## config.mk

```make
export PLATFORM = sky130hd
export DESIGN_NAME = tcro_twi
export DESIGN_NICKNAME = d
export VERILOG_FILES = /design/src/hw/tcro_pkg.sv /design/src/hw/tcro_twi.sv
export VERILOG_INCLUDE_DIRS = /design/src /design/src/hw
export SDC_FILE = /design/constraint.sdc
export NUM_CORES = 1
export LEC_CHECK = 0
export BUFFER_PORTS_ARGS = -buffer_cell sky130_fd_sc_hd__buf_2
export CAP_MARGIN = 20
export CORE_ASPECT_RATIO = 0.5
export CORE_MARGIN = 2
export CORE_UTILIZATION = 30
export DETAILED_ROUTE_END_ITERATION = 8
export RECOVER_POWER = 25
export SETUP_SLACK_MARGIN = 0.4
export SLEW_MARGIN = 20
export SYNTH_ARGS = -nofsm -noshare
export SYNTH_HDL_FRONTEND = slang
export SYNTH_SLANG_ARGS = --single-unit
```

## constraint.sdc

```tcl
create_clock -name pclk -period 6.3 [get_ports pclk]
set_input_delay 0.63 -clock pclk [delete_from_list [all_inputs] [get_ports pclk]]
set_output_delay 0.63 -clock pclk [all_outputs]
set_load 0.005 [all_outputs]
```

## src/hw/tcro_regs.svh

```systemverilog
// Register indices, field positions, reset values and timing counts of the serial link
`ifndef TCRO_REGS_SVH
`define TCRO_REGS_SVH

// ************************************************************
// Register indices (byte address is four times the index)
// ************************************************************
`define TCRO_IDX_CH0_CTRL_B     10'h09d
`define TCRO_IDX_CH1_CTRL_B     10'h0a5
`define TCRO_IDX_CHX_CTRL_B     10'h0c5
`define TCRO_IDX_OWN_ADDR       10'h09e
`define TCRO_IDX_SHIFT_BUF      10'h09f
`define TCRO_IDX_CTRL_A         10'h0e0
`define TCRO_IDX_IRQ_STAT       10'h0e1
`define TCRO_IDX_IRQ_MASK       10'h0e2

// ************************************************************
// Field positions
// ************************************************************
`define TCRO_CTLA_ENABLE        7
`define TCRO_CTLA_MASTER        5
`define TCRO_CTLA_ACK_EN        3
`define TCRO_IRQ_DONE           0
`define TCRO_IRQ_START          1
`define TCRO_IRQ_STOP           2
`define TCRO_IRQ_NACK           3

// ************************************************************
// Reset values
// ************************************************************
`define TCRO_RST_CTRL_B         8'h00
`define TCRO_RST_OWN_ADDR       8'h00
`define TCRO_RST_SHIFT_BUF      8'h00
`define TCRO_RST_IRQ_MASK       4'h0

// ************************************************************
// Rate and timing
// ************************************************************
`define TCRO_RATE_MAX_CODE      4'h6
`define TCRO_QUARTER_SLOWEST    8'hff
`define TCRO_SYS_CLK_KHZ        25000
`define TCRO_SCL_MAX_KHZ        400

`endif

```

## src/hw/tcro_pkg.sv

```systemverilog
// Types shared by the serial link control logic
package tcro_pkg;

	// Second control register layout
	typedef struct packed {
		logic       xfer_done_flag;
		logic       clock_hold_allow;
		logic       begin_cond_request;
		logic       halt_cond_request;
		logic [3:0] master_rate_select;
	} tcro_ctrl_b_t;

	// Link engine states, Gray coded in declaration order
	typedef enum logic [3:0] {
		TCRO_ST_IDLE    = 4'h0,
		TCRO_ST_M_START = 4'h1,
		TCRO_ST_M_HOLD  = 4'h3,
		TCRO_ST_M_XFER  = 4'h2,
		TCRO_ST_M_STOP  = 4'h6,
		TCRO_ST_S_ADDR  = 4'h7,
		TCRO_ST_S_RX    = 4'h5,
		TCRO_ST_S_TX    = 4'h4,
		TCRO_ST_S_WAIT  = 4'hc
	} tcro_state_t;

endpackage

```

## src/hw/tcro_twi.sv

```systemverilog
// Two-wire serial channel with its second control register, APB slave and interrupt
`timescale 1ns/1ps
`include "tcro_regs.svh"

// How it works
// - Master flags done on acked write address, acked sent byte, or acked received byte.
// - Slave flags done when a read address matches its own address and ack enable is one.
// - Slave flags done after acknowledging a received byte.
// - Slave flags done when its sent byte is acked and ack enable is one.
// - Any software access to the shift buffer clears the done flag, except in a cycle where a done event sets it.
// - Slave holds the clock low after each byte that flags done (not after a write address) while clock hold is allowed.
// - Writing one to the begin request issues a start and enters master mode.
// - Begin request is software set or cleared and hardware clears it after the start.
// - A master halt request issues a stop after the current byte or start.
// - Halt request is software set or cleared and cleared when a stop is seen.
// - Rate code divides the system clock by 1024 halving per step to 16.
// - The rate code is ignored while acting as slave.
// - Software keeps the clock at or below 400 kHz for its system clock.
// - Master bit timing is derived from the system clock; as slave, bits follow the clock line.
// - Master flag sets when we drive a start, clears when a stop is seen.
// - Ack enable zero answers not-acknowledge, one acknowledges address or data.
module tcro_twi
	import tcro_pkg::*;
(
	input  wire logic        pclk,
	input  wire logic        presetn,
	input  wire logic        psel,
	input  wire logic        penable,
	input  wire logic        pwrite,
	input  wire logic [11:0] paddr,
	input  wire logic [31:0] pwdata,
	output logic             pready,
	output logic [31:0]      prdata,
	output logic             pslverr,
	output logic             irq,
	input  wire logic        scl_i,
	output logic             scl_o,
	output logic             scl_oe,
	input  wire logic        sda_i,
	output logic             sda_o,
	output logic             sda_oe
);

	// ************************************************************
	// Declarations
	// ************************************************************
	tcro_ctrl_b_t ctrl_b_r;
	tcro_state_t  state_r;
	logic [6:0]   own_slave_addr_r;
	logic         gen_call_r;
	logic [7:0]   shift_buffer_r;
	logic         enable_r;
	logic         ack_enable_r;
	logic         master_flag_r;
	logic [3:0]   irq_stat_r;
	logic [3:0]   irq_mask_r;
	logic         pready_r;
	logic [31:0]  prdata_r;
	logic         pslverr_r;
	logic         irq_r;
	logic         scl_m_r, scl_s_r, scl_d_r;
	logic         sda_m_r, sda_s_r, sda_d_r;
	logic         busy_r;
	logic [7:0]   q_cnt_r;
	logic [1:0]   ph_r;
	logic [3:0]   cnt_r;
	logic [7:0]   sh_r;
	logic         ack_r;
	logic         m_rd_r;
	logic         m_addr_r;
	logic         s_match_r;
	logic         hold_r;
	logic         scl_oe_r;
	logic         sda_oe_r;
	logic         ev_done_r, ev_start_r, ev_nack_r, cap_r;
	logic [9:0]   idx;
	logic         acc, wr, rd, buf_wr, buf_rd;
	logic         hit;
	logic [31:0]  rd_data;
	logic         start_det, stop_det, scl_rise, scl_fall;
	logic         is_master, tick, rxm, match;
	logic [7:0]   quarter;
	logic [2:0]   state_code;

	// ************************************************************
	// APB decode
	// ************************************************************
	assign idx    = paddr[11:2];
	assign acc    = psel & penable & pready_r;
	assign wr     = acc & pwrite;
	assign rd     = acc & ~pwrite;
	assign buf_wr = wr & (idx == `TCRO_IDX_SHIFT_BUF);
	assign buf_rd = rd & (idx == `TCRO_IDX_SHIFT_BUF);

	always_comb begin
		hit     = 1'b1;
		rd_data = 32'h0000_0000;
		if (idx == `TCRO_IDX_CH0_CTRL_B) begin
			rd_data[7:0] = ctrl_b_r;
		end else if (idx == `TCRO_IDX_OWN_ADDR) begin
			rd_data[7:0] = {own_slave_addr_r, gen_call_r};
		end else if (idx == `TCRO_IDX_SHIFT_BUF) begin
			rd_data[7:0] = shift_buffer_r;
		end else if (idx == `TCRO_IDX_CTRL_A) begin
			rd_data[`TCRO_CTLA_ENABLE] = enable_r;
			rd_data[`TCRO_CTLA_MASTER] = master_flag_r;
			rd_data[`TCRO_CTLA_ACK_EN] = ack_enable_r;
			rd_data[2:0]               = state_code;
		end else if (idx == `TCRO_IDX_IRQ_STAT) begin
			rd_data[3:0] = irq_stat_r;
		end else if (idx == `TCRO_IDX_IRQ_MASK) begin
			rd_data[3:0] = irq_mask_r;
		end else begin
			hit = 1'b0;
		end
	end

	always_ff @(posedge pclk or negedge presetn) begin
		if (!presetn) begin
			pready_r  <= 1'b0;
			prdata_r  <= 32'h0000_0000;
			pslverr_r <= 1'b0;
		end else begin
			pready_r  <= psel & penable & ~pready_r;
			prdata_r  <= (psel & penable & ~pready_r & ~pwrite) ? rd_data : 32'h0000_0000;
			pslverr_r <= psel & penable & ~pready_r & ~hit;
		end
	end

	// ************************************************************
	// Status readout
	// ************************************************************
	always_comb begin
		case (state_r)
			TCRO_ST_M_START, TCRO_ST_S_ADDR: state_code = 3'h1;
			TCRO_ST_M_XFER:  state_code = rxm ? 3'h3 : 3'h2;
			TCRO_ST_S_RX:    state_code = 3'h2;
			TCRO_ST_S_TX:    state_code = 3'h3;
			TCRO_ST_M_STOP, TCRO_ST_S_WAIT: state_code = 3'h4;
			TCRO_ST_M_HOLD:  state_code = m_rd_r ? 3'h3 : 3'h2;
			default:         state_code = 3'h0;
		endcase
	end

	// ************************************************************
	// Pin synchronisers and bus condition detection
	// ************************************************************
	always_ff @(posedge pclk or negedge presetn) begin
		if (!presetn) begin
			scl_m_r <= 1'b1;
			scl_s_r <= 1'b1;
			scl_d_r <= 1'b1;
			sda_m_r <= 1'b1;
			sda_s_r <= 1'b1;
			sda_d_r <= 1'b1;
		end else begin
			scl_m_r <= scl_i;
			scl_s_r <= scl_m_r;
			scl_d_r <= scl_s_r;
			sda_m_r <= sda_i;
			sda_s_r <= sda_m_r;
			sda_d_r <= sda_s_r;
		end
	end

	assign start_det = scl_s_r & scl_d_r & sda_d_r & ~sda_s_r;
	assign stop_det  = scl_s_r & scl_d_r & ~sda_d_r & sda_s_r;
	assign scl_rise  = scl_s_r & ~scl_d_r;
	assign scl_fall  = ~scl_s_r & scl_d_r;

	always_ff @(posedge pclk or negedge presetn) begin
		if (!presetn) begin
			busy_r <= 1'b0;
		end else if (start_det) begin
			busy_r <= 1'b1;
		end else if (stop_det) begin
			busy_r <= 1'b0;
		end
	end

	// ************************************************************
	// Master bit-rate divider
	// ************************************************************
	assign is_master = (state_r == TCRO_ST_M_START) | (state_r == TCRO_ST_M_HOLD) |
		(state_r == TCRO_ST_M_XFER) | (state_r == TCRO_ST_M_STOP);
	// Quarter period is the divisor over four; software keeps SCL within 400 kHz
	assign quarter = (ctrl_b_r.master_rate_select > `TCRO_RATE_MAX_CODE) ?
		`TCRO_QUARTER_SLOWEST :
		(`TCRO_QUARTER_SLOWEST >> ctrl_b_r.master_rate_select);
	assign tick = is_master & (q_cnt_r == 8'h00);

	always_ff @(posedge pclk or negedge presetn) begin
		if (!presetn) begin
			q_cnt_r <= `TCRO_QUARTER_SLOWEST;
		end else if (!is_master || tick) begin
			q_cnt_r <= quarter;
		end else begin
			q_cnt_r <= q_cnt_r - 8'h01;
		end
	end

	// ************************************************************
	// Link engine
	// ************************************************************
	assign rxm   = m_rd_r & ~m_addr_r;
	assign match = ack_enable_r & ((sh_r[7:1] == own_slave_addr_r) |
		(gen_call_r & (sh_r[7:1] == 7'h00) & ~sh_r[0]));

	always_ff @(posedge pclk or negedge presetn) begin
		if (!presetn) begin
			state_r    <= TCRO_ST_IDLE;
			ph_r       <= 2'h0;
			cnt_r      <= 4'h0;
			sh_r       <= 8'h00;
			ack_r      <= 1'b1;
			m_rd_r     <= 1'b0;
			m_addr_r   <= 1'b0;
			s_match_r  <= 1'b0;
			hold_r     <= 1'b0;
			scl_oe_r   <= 1'b0;
			sda_oe_r   <= 1'b0;
			ev_done_r  <= 1'b0;
			ev_start_r <= 1'b0;
			ev_nack_r  <= 1'b0;
			cap_r      <= 1'b0;
		end else begin
			ev_done_r  <= 1'b0;
			ev_start_r <= 1'b0;
			ev_nack_r  <= 1'b0;
			cap_r      <= 1'b0;
			if (!enable_r) begin
				state_r  <= TCRO_ST_IDLE;
				hold_r   <= 1'b0;
				scl_oe_r <= 1'b0;
				sda_oe_r <= 1'b0;
			end else if (!is_master && stop_det) begin
				state_r  <= TCRO_ST_IDLE;
				hold_r   <= 1'b0;
				scl_oe_r <= 1'b0;
				sda_oe_r <= 1'b0;
			end else if (!is_master && start_det) begin
				state_r  <= TCRO_ST_S_ADDR;
				cnt_r    <= 4'h0;
				hold_r   <= 1'b0;
				scl_oe_r <= 1'b0;
				sda_oe_r <= 1'b0;
			end else begin
				case (state_r)
					TCRO_ST_IDLE: begin
						if (ctrl_b_r.begin_cond_request && !busy_r) begin
							state_r <= TCRO_ST_M_START;
							ph_r    <= 2'h2;
						end
					end
					TCRO_ST_M_START: begin
						if (tick) begin
							case (ph_r)
								2'h0: begin
									sda_oe_r <= 1'b0;
									ph_r     <= 2'h1;
								end
								2'h1: begin
									scl_oe_r <= 1'b0;
									ph_r     <= 2'h2;
								end
								2'h2: begin
									if (scl_s_r) begin
										sda_oe_r <= 1'b1;
										ph_r     <= 2'h3;
									end
								end
								default: begin
									scl_oe_r   <= 1'b1;
									ph_r       <= 2'h0;
									ev_start_r <= 1'b1;
									m_addr_r   <= 1'b1;
									state_r    <= TCRO_ST_M_HOLD;
								end
							endcase
						end
					end
					TCRO_ST_M_HOLD: begin
						ph_r <= 2'h0;
						if (ctrl_b_r.halt_cond_request) begin
							state_r <= TCRO_ST_M_STOP;
						end else if (ctrl_b_r.begin_cond_request && !ev_start_r) begin
							state_r <= TCRO_ST_M_START;
						end else if (buf_wr) begin
							state_r <= TCRO_ST_M_XFER;
							cnt_r   <= 4'h0;
							sh_r    <= pwdata[7:0];
							if (m_addr_r) begin
								m_rd_r <= pwdata[0];
							end
						end else if (buf_rd && rxm) begin
							state_r <= TCRO_ST_M_XFER;
							cnt_r   <= 4'h0;
							sh_r    <= 8'hff;
						end
					end
					TCRO_ST_M_XFER: begin
						if (tick) begin
							case (ph_r)
								2'h0: begin
									if (cnt_r != 4'h8) begin
										sda_oe_r <= ~rxm & ~sh_r[7];
									end else begin
										sda_oe_r <= rxm & ack_enable_r;
									end
									ph_r <= 2'h1;
								end
								2'h1: begin
									scl_oe_r <= 1'b0;
									ph_r     <= 2'h2;
								end
								2'h2: begin
									if (scl_s_r) begin
										if (cnt_r != 4'h8) begin
											sh_r <= {sh_r[6:0], sda_s_r};
										end else begin
											ack_r <= sda_s_r;
										end
										ph_r <= 2'h3;
									end
								end
								default: begin
									scl_oe_r <= 1'b1;
									ph_r     <= 2'h0;
									if (cnt_r != 4'h8) begin
										cnt_r <= cnt_r + 4'h1;
									end else begin
										cnt_r    <= 4'h0;
										sda_oe_r <= 1'b0;
										m_addr_r <= 1'b0;
										state_r  <= TCRO_ST_M_HOLD;
										if (rxm) begin
											cap_r     <= 1'b1;
											ev_done_r <= ack_enable_r;
										end else if (ack_r) begin
											ev_nack_r <= 1'b1;
										end else if (m_addr_r && m_rd_r) begin
											state_r <= TCRO_ST_M_XFER;
											sh_r    <= 8'hff;
										end else begin
											ev_done_r <= 1'b1;
										end
									end
								end
							endcase
						end
					end
					TCRO_ST_M_STOP: begin
						if (tick) begin
							case (ph_r)
								2'h0: begin
									sda_oe_r <= 1'b1;
									ph_r     <= 2'h1;
								end
								2'h1: begin
									scl_oe_r <= 1'b0;
									ph_r     <= 2'h2;
								end
								default: begin
									if (scl_s_r) begin
										sda_oe_r <= 1'b0;
										state_r  <= TCRO_ST_IDLE;
									end
								end
							endcase
						end
					end
					TCRO_ST_S_ADDR, TCRO_ST_S_RX, TCRO_ST_S_TX: begin
						if (hold_r) begin
							if (buf_wr || buf_rd) begin
								hold_r   <= 1'b0;
								scl_oe_r <= 1'b0;
								if (state_r == TCRO_ST_S_TX && buf_wr) begin
									sh_r     <= pwdata[7:0];
									sda_oe_r <= ~pwdata[7];
								end
							end
						end else if (scl_rise) begin
							if (cnt_r < 4'h8) begin
								sh_r  <= {sh_r[6:0], sda_s_r};
								cnt_r <= cnt_r + 4'h1;
							end else if (cnt_r == 4'h9) begin
								ack_r <= sda_s_r;
							end
						end else if (scl_fall) begin
							if (cnt_r == 4'h8) begin
								cnt_r     <= 4'h9;
								s_match_r <= match;
								if (state_r == TCRO_ST_S_ADDR) begin
									sda_oe_r <= match;
								end else begin
									sda_oe_r <= (state_r == TCRO_ST_S_RX) & ack_enable_r;
								end
							end else if (cnt_r == 4'h9) begin
								cnt_r    <= 4'h0;
								sda_oe_r <= 1'b0;
								if (state_r == TCRO_ST_S_ADDR) begin
									if (!s_match_r) begin
										state_r <= TCRO_ST_S_WAIT;
									end else if (sh_r[0]) begin
										state_r   <= TCRO_ST_S_TX;
										ev_done_r <= 1'b1;
										hold_r    <= ctrl_b_r.clock_hold_allow;
										scl_oe_r  <= ctrl_b_r.clock_hold_allow;
										sh_r      <= shift_buffer_r;
										sda_oe_r  <= ~shift_buffer_r[7];
									end else begin
										state_r <= TCRO_ST_S_RX;
									end
								end else if (state_r == TCRO_ST_S_RX) begin
									if (ack_enable_r) begin
										cap_r     <= 1'b1;
										ev_done_r <= 1'b1;
										hold_r    <= ctrl_b_r.clock_hold_allow;
										scl_oe_r  <= ctrl_b_r.clock_hold_allow;
									end else begin
										state_r <= TCRO_ST_S_WAIT;
									end
								end else if (!ack_r && ack_enable_r) begin
									ev_done_r <= 1'b1;
									hold_r    <= ctrl_b_r.clock_hold_allow;
									scl_oe_r  <= ctrl_b_r.clock_hold_allow;
									sh_r      <= shift_buffer_r;
									sda_oe_r  <= ~shift_buffer_r[7];
								end else begin
									ev_nack_r <= ack_r;
									state_r   <= TCRO_ST_S_WAIT;
								end
							end else if (state_r == TCRO_ST_S_TX) begin
								sda_oe_r <= ~sh_r[7];
							end
						end
					end
					default: begin
						state_r <= state_r;
					end
				endcase
			end
		end
	end

	// ************************************************************
	// Second control register
	// ************************************************************
	always_ff @(posedge pclk or negedge presetn) begin
		if (!presetn) begin
			ctrl_b_r <= `TCRO_RST_CTRL_B;
		end else begin
			if (ev_done_r) begin
				ctrl_b_r.xfer_done_flag <= 1'b1;
			end else if (buf_wr || buf_rd) begin
				ctrl_b_r.xfer_done_flag <= 1'b0;
			end
			if (wr && idx == `TCRO_IDX_CH0_CTRL_B) begin
				ctrl_b_r.clock_hold_allow   <= pwdata[6];
				ctrl_b_r.begin_cond_request <= pwdata[5];
				ctrl_b_r.halt_cond_request  <= pwdata[4];
				ctrl_b_r.master_rate_select <= pwdata[3:0];
			end else begin
				if (ev_start_r) begin
					ctrl_b_r.begin_cond_request <= 1'b0;
				end
				if (stop_det) begin
					ctrl_b_r.halt_cond_request <= 1'b0;
				end
			end
		end
	end

	// ************************************************************
	// Other control, address and buffer registers
	// ************************************************************
	always_ff @(posedge pclk or negedge presetn) begin
		if (!presetn) begin
			enable_r     <= 1'b0;
			ack_enable_r <= 1'b0;
			{own_slave_addr_r, gen_call_r} <= `TCRO_RST_OWN_ADDR;
		end else if (wr && idx == `TCRO_IDX_CTRL_A) begin
			enable_r     <= pwdata[`TCRO_CTLA_ENABLE];
			ack_enable_r <= pwdata[`TCRO_CTLA_ACK_EN];
		end else if (wr && idx == `TCRO_IDX_OWN_ADDR) begin
			{own_slave_addr_r, gen_call_r} <= pwdata[7:0];
		end
	end

	always_ff @(posedge pclk or negedge presetn) begin
		if (!presetn) begin
			shift_buffer_r <= `TCRO_RST_SHIFT_BUF;
		end else if (buf_wr) begin
			shift_buffer_r <= pwdata[7:0];
		end else if (cap_r) begin
			shift_buffer_r <= sh_r;
		end
	end

	always_ff @(posedge pclk or negedge presetn) begin
		if (!presetn) begin
			master_flag_r <= 1'b0;
		end else if (ev_start_r) begin
			master_flag_r <= 1'b1;
		end else if (stop_det) begin
			master_flag_r <= 1'b0;
		end
	end

	// ************************************************************
	// Interrupt status, mask and output
	// ************************************************************
	always_ff @(posedge pclk or negedge presetn) begin
		if (!presetn) begin
			irq_stat_r <= 4'h0;
			irq_mask_r <= `TCRO_RST_IRQ_MASK;
			irq_r      <= 1'b0;
		end else begin
			irq_stat_r <= (irq_stat_r & ~((wr && idx == `TCRO_IDX_IRQ_STAT) ? pwdata[3:0] : 4'h0))
				| {ev_nack_r, stop_det, ev_start_r, ev_done_r};
			if (wr && idx == `TCRO_IDX_IRQ_MASK) begin
				irq_mask_r <= pwdata[3:0];
			end
			irq_r <= |(irq_stat_r & irq_mask_r);
		end
	end

	// ************************************************************
	// Outputs
	// ************************************************************
	always_ff @(posedge pclk or negedge presetn) begin
		if (!presetn) begin
			scl_o <= 1'b0;
			sda_o <= 1'b0;
		end else begin
			scl_o <= 1'b0;
			sda_o <= 1'b0;
		end
	end

	assign pready  = pready_r;
	assign prdata  = prdata_r;
	assign pslverr = pslverr_r;
	assign irq     = irq_r;
	assign scl_oe  = scl_oe_r;
	assign sda_oe  = sda_oe_r;

endmodule

```

==> qor.yml <==
timing:
  hold_ws_ns: 0.364
  timing.max_slew.rel_slack: 0.331
  share_of_the_clock_period_used_by_the_worst_path: 0.571
  final-max-slew-violation-count: 0
  final_critical_path_setup_slack_ns: 2.70
  final_period_minus_worst_setup_slack_ns: 3.60
  skew_ns: 0.0101
  hold_violations: 0
  timing.final.setup_violations: 0
  fmax_mhz: 278
  grt_setup_unrepaired: "false"
  worst_slew_pin_slew_ns: 1.00
  fin_setup_tns_ns: 0
detailed_routing:
  drt-vias-per-instance: 5.71
  remaining_drc_errors: 0
  drtIter0Drc: 566
  drt_pass1_iterations: 5
  antenna_violating_nets_post_route: 0
  route.vias.total: 5513
  detail_route.wl_per_cell_um: 19.8
  routed_wl_um: 19100
floorplan:
  floorplan.die_area_mm2: 0.0216
  vertical_extent_of_the_die_um: 105
  coreArea_mm2: 0.0197
  floorplan.die.width_um: 206
  top_level_ports: 90
  start_util: 0.310
  fp-row-count: 36
synthesis:
  async_reset_ff_frac: 1.00
  yosysUniqueCellTypes: 76
  synth-adder-area-share: 0.0262
  post_synth_simple_gate_area: 0.202
  synth_compound_gate_area_share: 0.215
  multiplexer_area_fraction_after_synthesis: 0.0807
  synth.largest_area_cell: "sky130_fd_sc_hd__dfrtp_1"
  synth_sequential_area_ratio: 0.372
  synth_edf_count: 0
  ys.flop_type: "sky130_fd_sc_hd__dfrtp_1"
  mappedNetlistArea_mm2: 0.00611
  synth_commonest_cells: "75 x sky130_fd_sc_hd__dfrtp_1, 52 x sky130_fd_sc_hd__nor2_1, 48 x sky130_fd_sc_hd__nand2_1"
  ys_seq_elements: 90
  yosysMostFrequentCell: "sky130_fd_sc_hd__dfrtp_1"
  synth_area_per_cell_um2: 9.02
  ys_warn_count: 0
  synth_top_family_by_area: "compound AO/OA/AOI/OAI gates"
  synth.top_cells.by_area: "sky130_fd_sc_hd__dfrtp_1 31%, sky130_fd_sc_hd__dfstp_2 6.5%, sky130_fd_sc_hd__mux2_2 6.3%"
  synthesis.instances: 677
  synth_largest_type_area_fraction: 0.307
  post_synth_xor_area_fraction: 0.0301
worst_setup_path:
  worst_path_dominant_cell_family: "simple AND/OR/NAND/NOR gates"
  critical-path-slowest-cell: "sky130_fd_sc_hd__dfrtp_1"
  worstSetupStartpointType: "flop"
  cp_num_buf_inv: 0
  critical_path.max_stage_delay_ns: 0.85
  timing.critical_path.depth: 6
  required_ns: 6.59
  worst-endpoint-arrival_ns: 3.88
  criticalPathCategory: "flop to flop"
  crit_chain: "nor2b_1 > xnor2_1 > nor2_1 > nand2_1 > nor3_1 > mux2_2"
  path_max_fanout: 21
  kind_of_end_point_of_the_critical_path: "flop"
  reg2regPathDepth: 6
global_route:
  grt_antenna_before_repair: 0
  grt_first_pass_wirelength_um: 29800
  grt_start_max_net_pins: 74
  first_global_vias: 5180
  grt.total_usage: 0.180
  grt_overflow_total: 0
flow_run:
  max_cap_violations: 0
power_and_ir_drop:
  clock_power_share: 0.461
  switching_share: 0.267
  static-leakage-power_nw: 2.62
  net-switching-power_uw: 319
  intPower_uw: 876
  power.density_cell_area_mw_per_mm2: 179
  design_power_total_mw: 1.20
  power.combinational.fraction: 0.048
  sequentialPowerShare: 0.492
  peakVddDrop_v: 0.000139
clock_network:
  ctsHtreeMaxLevel: 3
  post_cts_hold_buffer_count: 0
  post_cts_resize_count: 0
  cts.sinks: 90
  cts_bufs_inserted: 9
  cts.path.max_buffers: 2
  clock_insertion_delay_worst_skew_ns: 0.36
  cts_tree: "built"
  cts.clk_slew.worst_paths_ns: 0.07
  cts.repair_timing.setup_buffer_count: 0
  cts_root_buf: "sky130_fd_sc_hd__clkbuf_16"
cells_and_area:
  nNetsFinal: 758
  area.growth.synth_to_final_pct: 9.67
  n_fill_cell: 2015
  antennaDiodeCount: 0
  instances_no_fill: 966
  end_of_flow_core_utilization: 0.340
  drive_above_1_share: 0.156
  design_area_mm2: 0.00670
placement:
  port-buffer-count: 37
  gpl.final_weighted_congestion: 0.922
  dp.cells: 950
  standard_cell_area_after_detailed_placement_mm2: 0.00641
  place_hpwl_um: 14000
  place_worst_setup_slack_ns: 2.68
worst_hold_path:
  min_delay_path_depth: 0
  worstHoldPathType: "flop to flop"
run_status:
  status: "finished clean"
[cell type report]
| cell class | count | area [um2] | share of cell area |
|---|---|---|---|
| multi-input cells | 526 | 3480 | 0.520 |
| well taps | 266 | 333 | 0.0497 |
| clock buffers | 9 | 225 | 0.0336 |
| inverters | 24 | 90.1 | 0.0135 |
| repair buffers | 44 | 229 | 0.0342 |
| clock inverters | 7 | 68.8 | 0.0103 |
| flip-flops and latches | 90 | 2270 | 0.339 |
[cells by family after synthesis]
family / Yosys count
flip-flops: 90
adder cells (fa/ha/maj): 13
XOR/XNOR: 21
other: 1
multiplexers: 45
AO/OA/AOI/OAI: 192
AND/OR/NAND/NOR: 229
buffers and inverters: 86
[power by group through the flow]
| stage | Sequential [mW] | Clock [mW] | Combinational, mW |
|---|---|---|---|
| after floorplan | 0.597 | 0 | 0.0344 |
| after global placement | 0.599 | 0 | 0.0567 |
| after detailed placement | 0.599 | 0 | 0.0573 |
| after CTS | 0.588 | 0.559 | 0.0575 |
| after global routing | 0.588 | 0.577 | 0.0642 |
| final | 0.588 | 0.551 | 0.0571 |
[flip-flops by register name (all words and copies together) (netlist names), 2 cells and up]
name and flops:
cnt_r 4, ctrl_b_r 8, irq_mask_r 4, irq_stat_r 4, own_slave_addr_r 7, ph_r 2, prdata 8, q_cnt_r 8
sh_r 8, shift_buffer_r 8, state_r 4
[cell usage in the layout, fill, tap and decap left out, types with 9 or more instances in the layout]
cell type / netlist / routed
sky130_fd_sc_hd__buf_2: 1 / 30
sky130_fd_sc_hd__nor3_1: 23 / 23
sky130_fd_sc_hd__mux2i_1: 11 / 11
sky130_fd_sc_hd__o211ai_1: 15 / 15
sky130_fd_sc_hd__dfstp_2: 15 / 13
sky130_fd_sc_hd__ha_1: 12 / 12
sky130_fd_sc_hd__conb_1: 1 / 26
sky130_fd_sc_hd__nor4_1: 9 / 9
sky130_fd_sc_hd__nand2_1: 48 / 48
sky130_fd_sc_hd__nor2_1: 52 / 52
sky130_fd_sc_hd__xor2_1: 13 / 13
sky130_fd_sc_hd__nor2b_1: 11 / 11
sky130_fd_sc_hd__o21ai_0: 35 / 35
sky130_fd_sc_hd__a21oi_1: 42 / 42
sky130_fd_sc_hd__a21o_1: 10 / 10
sky130_fd_sc_hd__mux2_2: 34 / 34
sky130_fd_sc_hd__nand3_1: 14 / 14
sky130_fd_sc_hd__dfrtp_1: 75 / 75
sky130_fd_sc_hd__nor3b_1: 9 / 9
sky130_fd_sc_hd__o221ai_1: 10 / 10
sky130_fd_sc_hd__a22oi_1: 9 / 9
sky130_fd_sc_hd__clkbuf_16: 0 / 9
sky130_fd_sc_hd__nand2b_1: 12 / 12
sky130_fd_sc_hd__inv_1: 24 / 24
[worst paths after layout]
check / from / to / slack [ns]
max: state_r[1]$_DFFE_PN0P_ / ack_r$_DFFE_PN1P_ / 2.70
min: scl_m_r$_DFF_PN1_ / scl_s_r$_DFF_PN1_ / 0.36
max reg2reg: state_r[1]$_DFFE_PN0P_ / ack_r$_DFFE_PN1P_ / 2.70
min reg2reg: scl_m_r$_DFF_PN1_ / scl_s_r$_DFF_PN1_ / 0.36
max in group asynchronous: presetn / shift_buffer_r[5]$_DFFE_PN0P_ / 4.37
min in group asynchronous: presetn / state_r[3]$_DFFE_PN0P_ / 0.42
[layer usage]
layer | track usage | wire length, um | up-vias
met3 | 0.0421 | 1460 | 33
met4 | 0.0529 | 342 | 0
li1 | - | - | 2506
met2 | 0.274 | 8480 | 252
met1 | 0.251 | 8830 | 2722
met5 | 0 | 0 | -
Power figures use the tool's default switching activity.
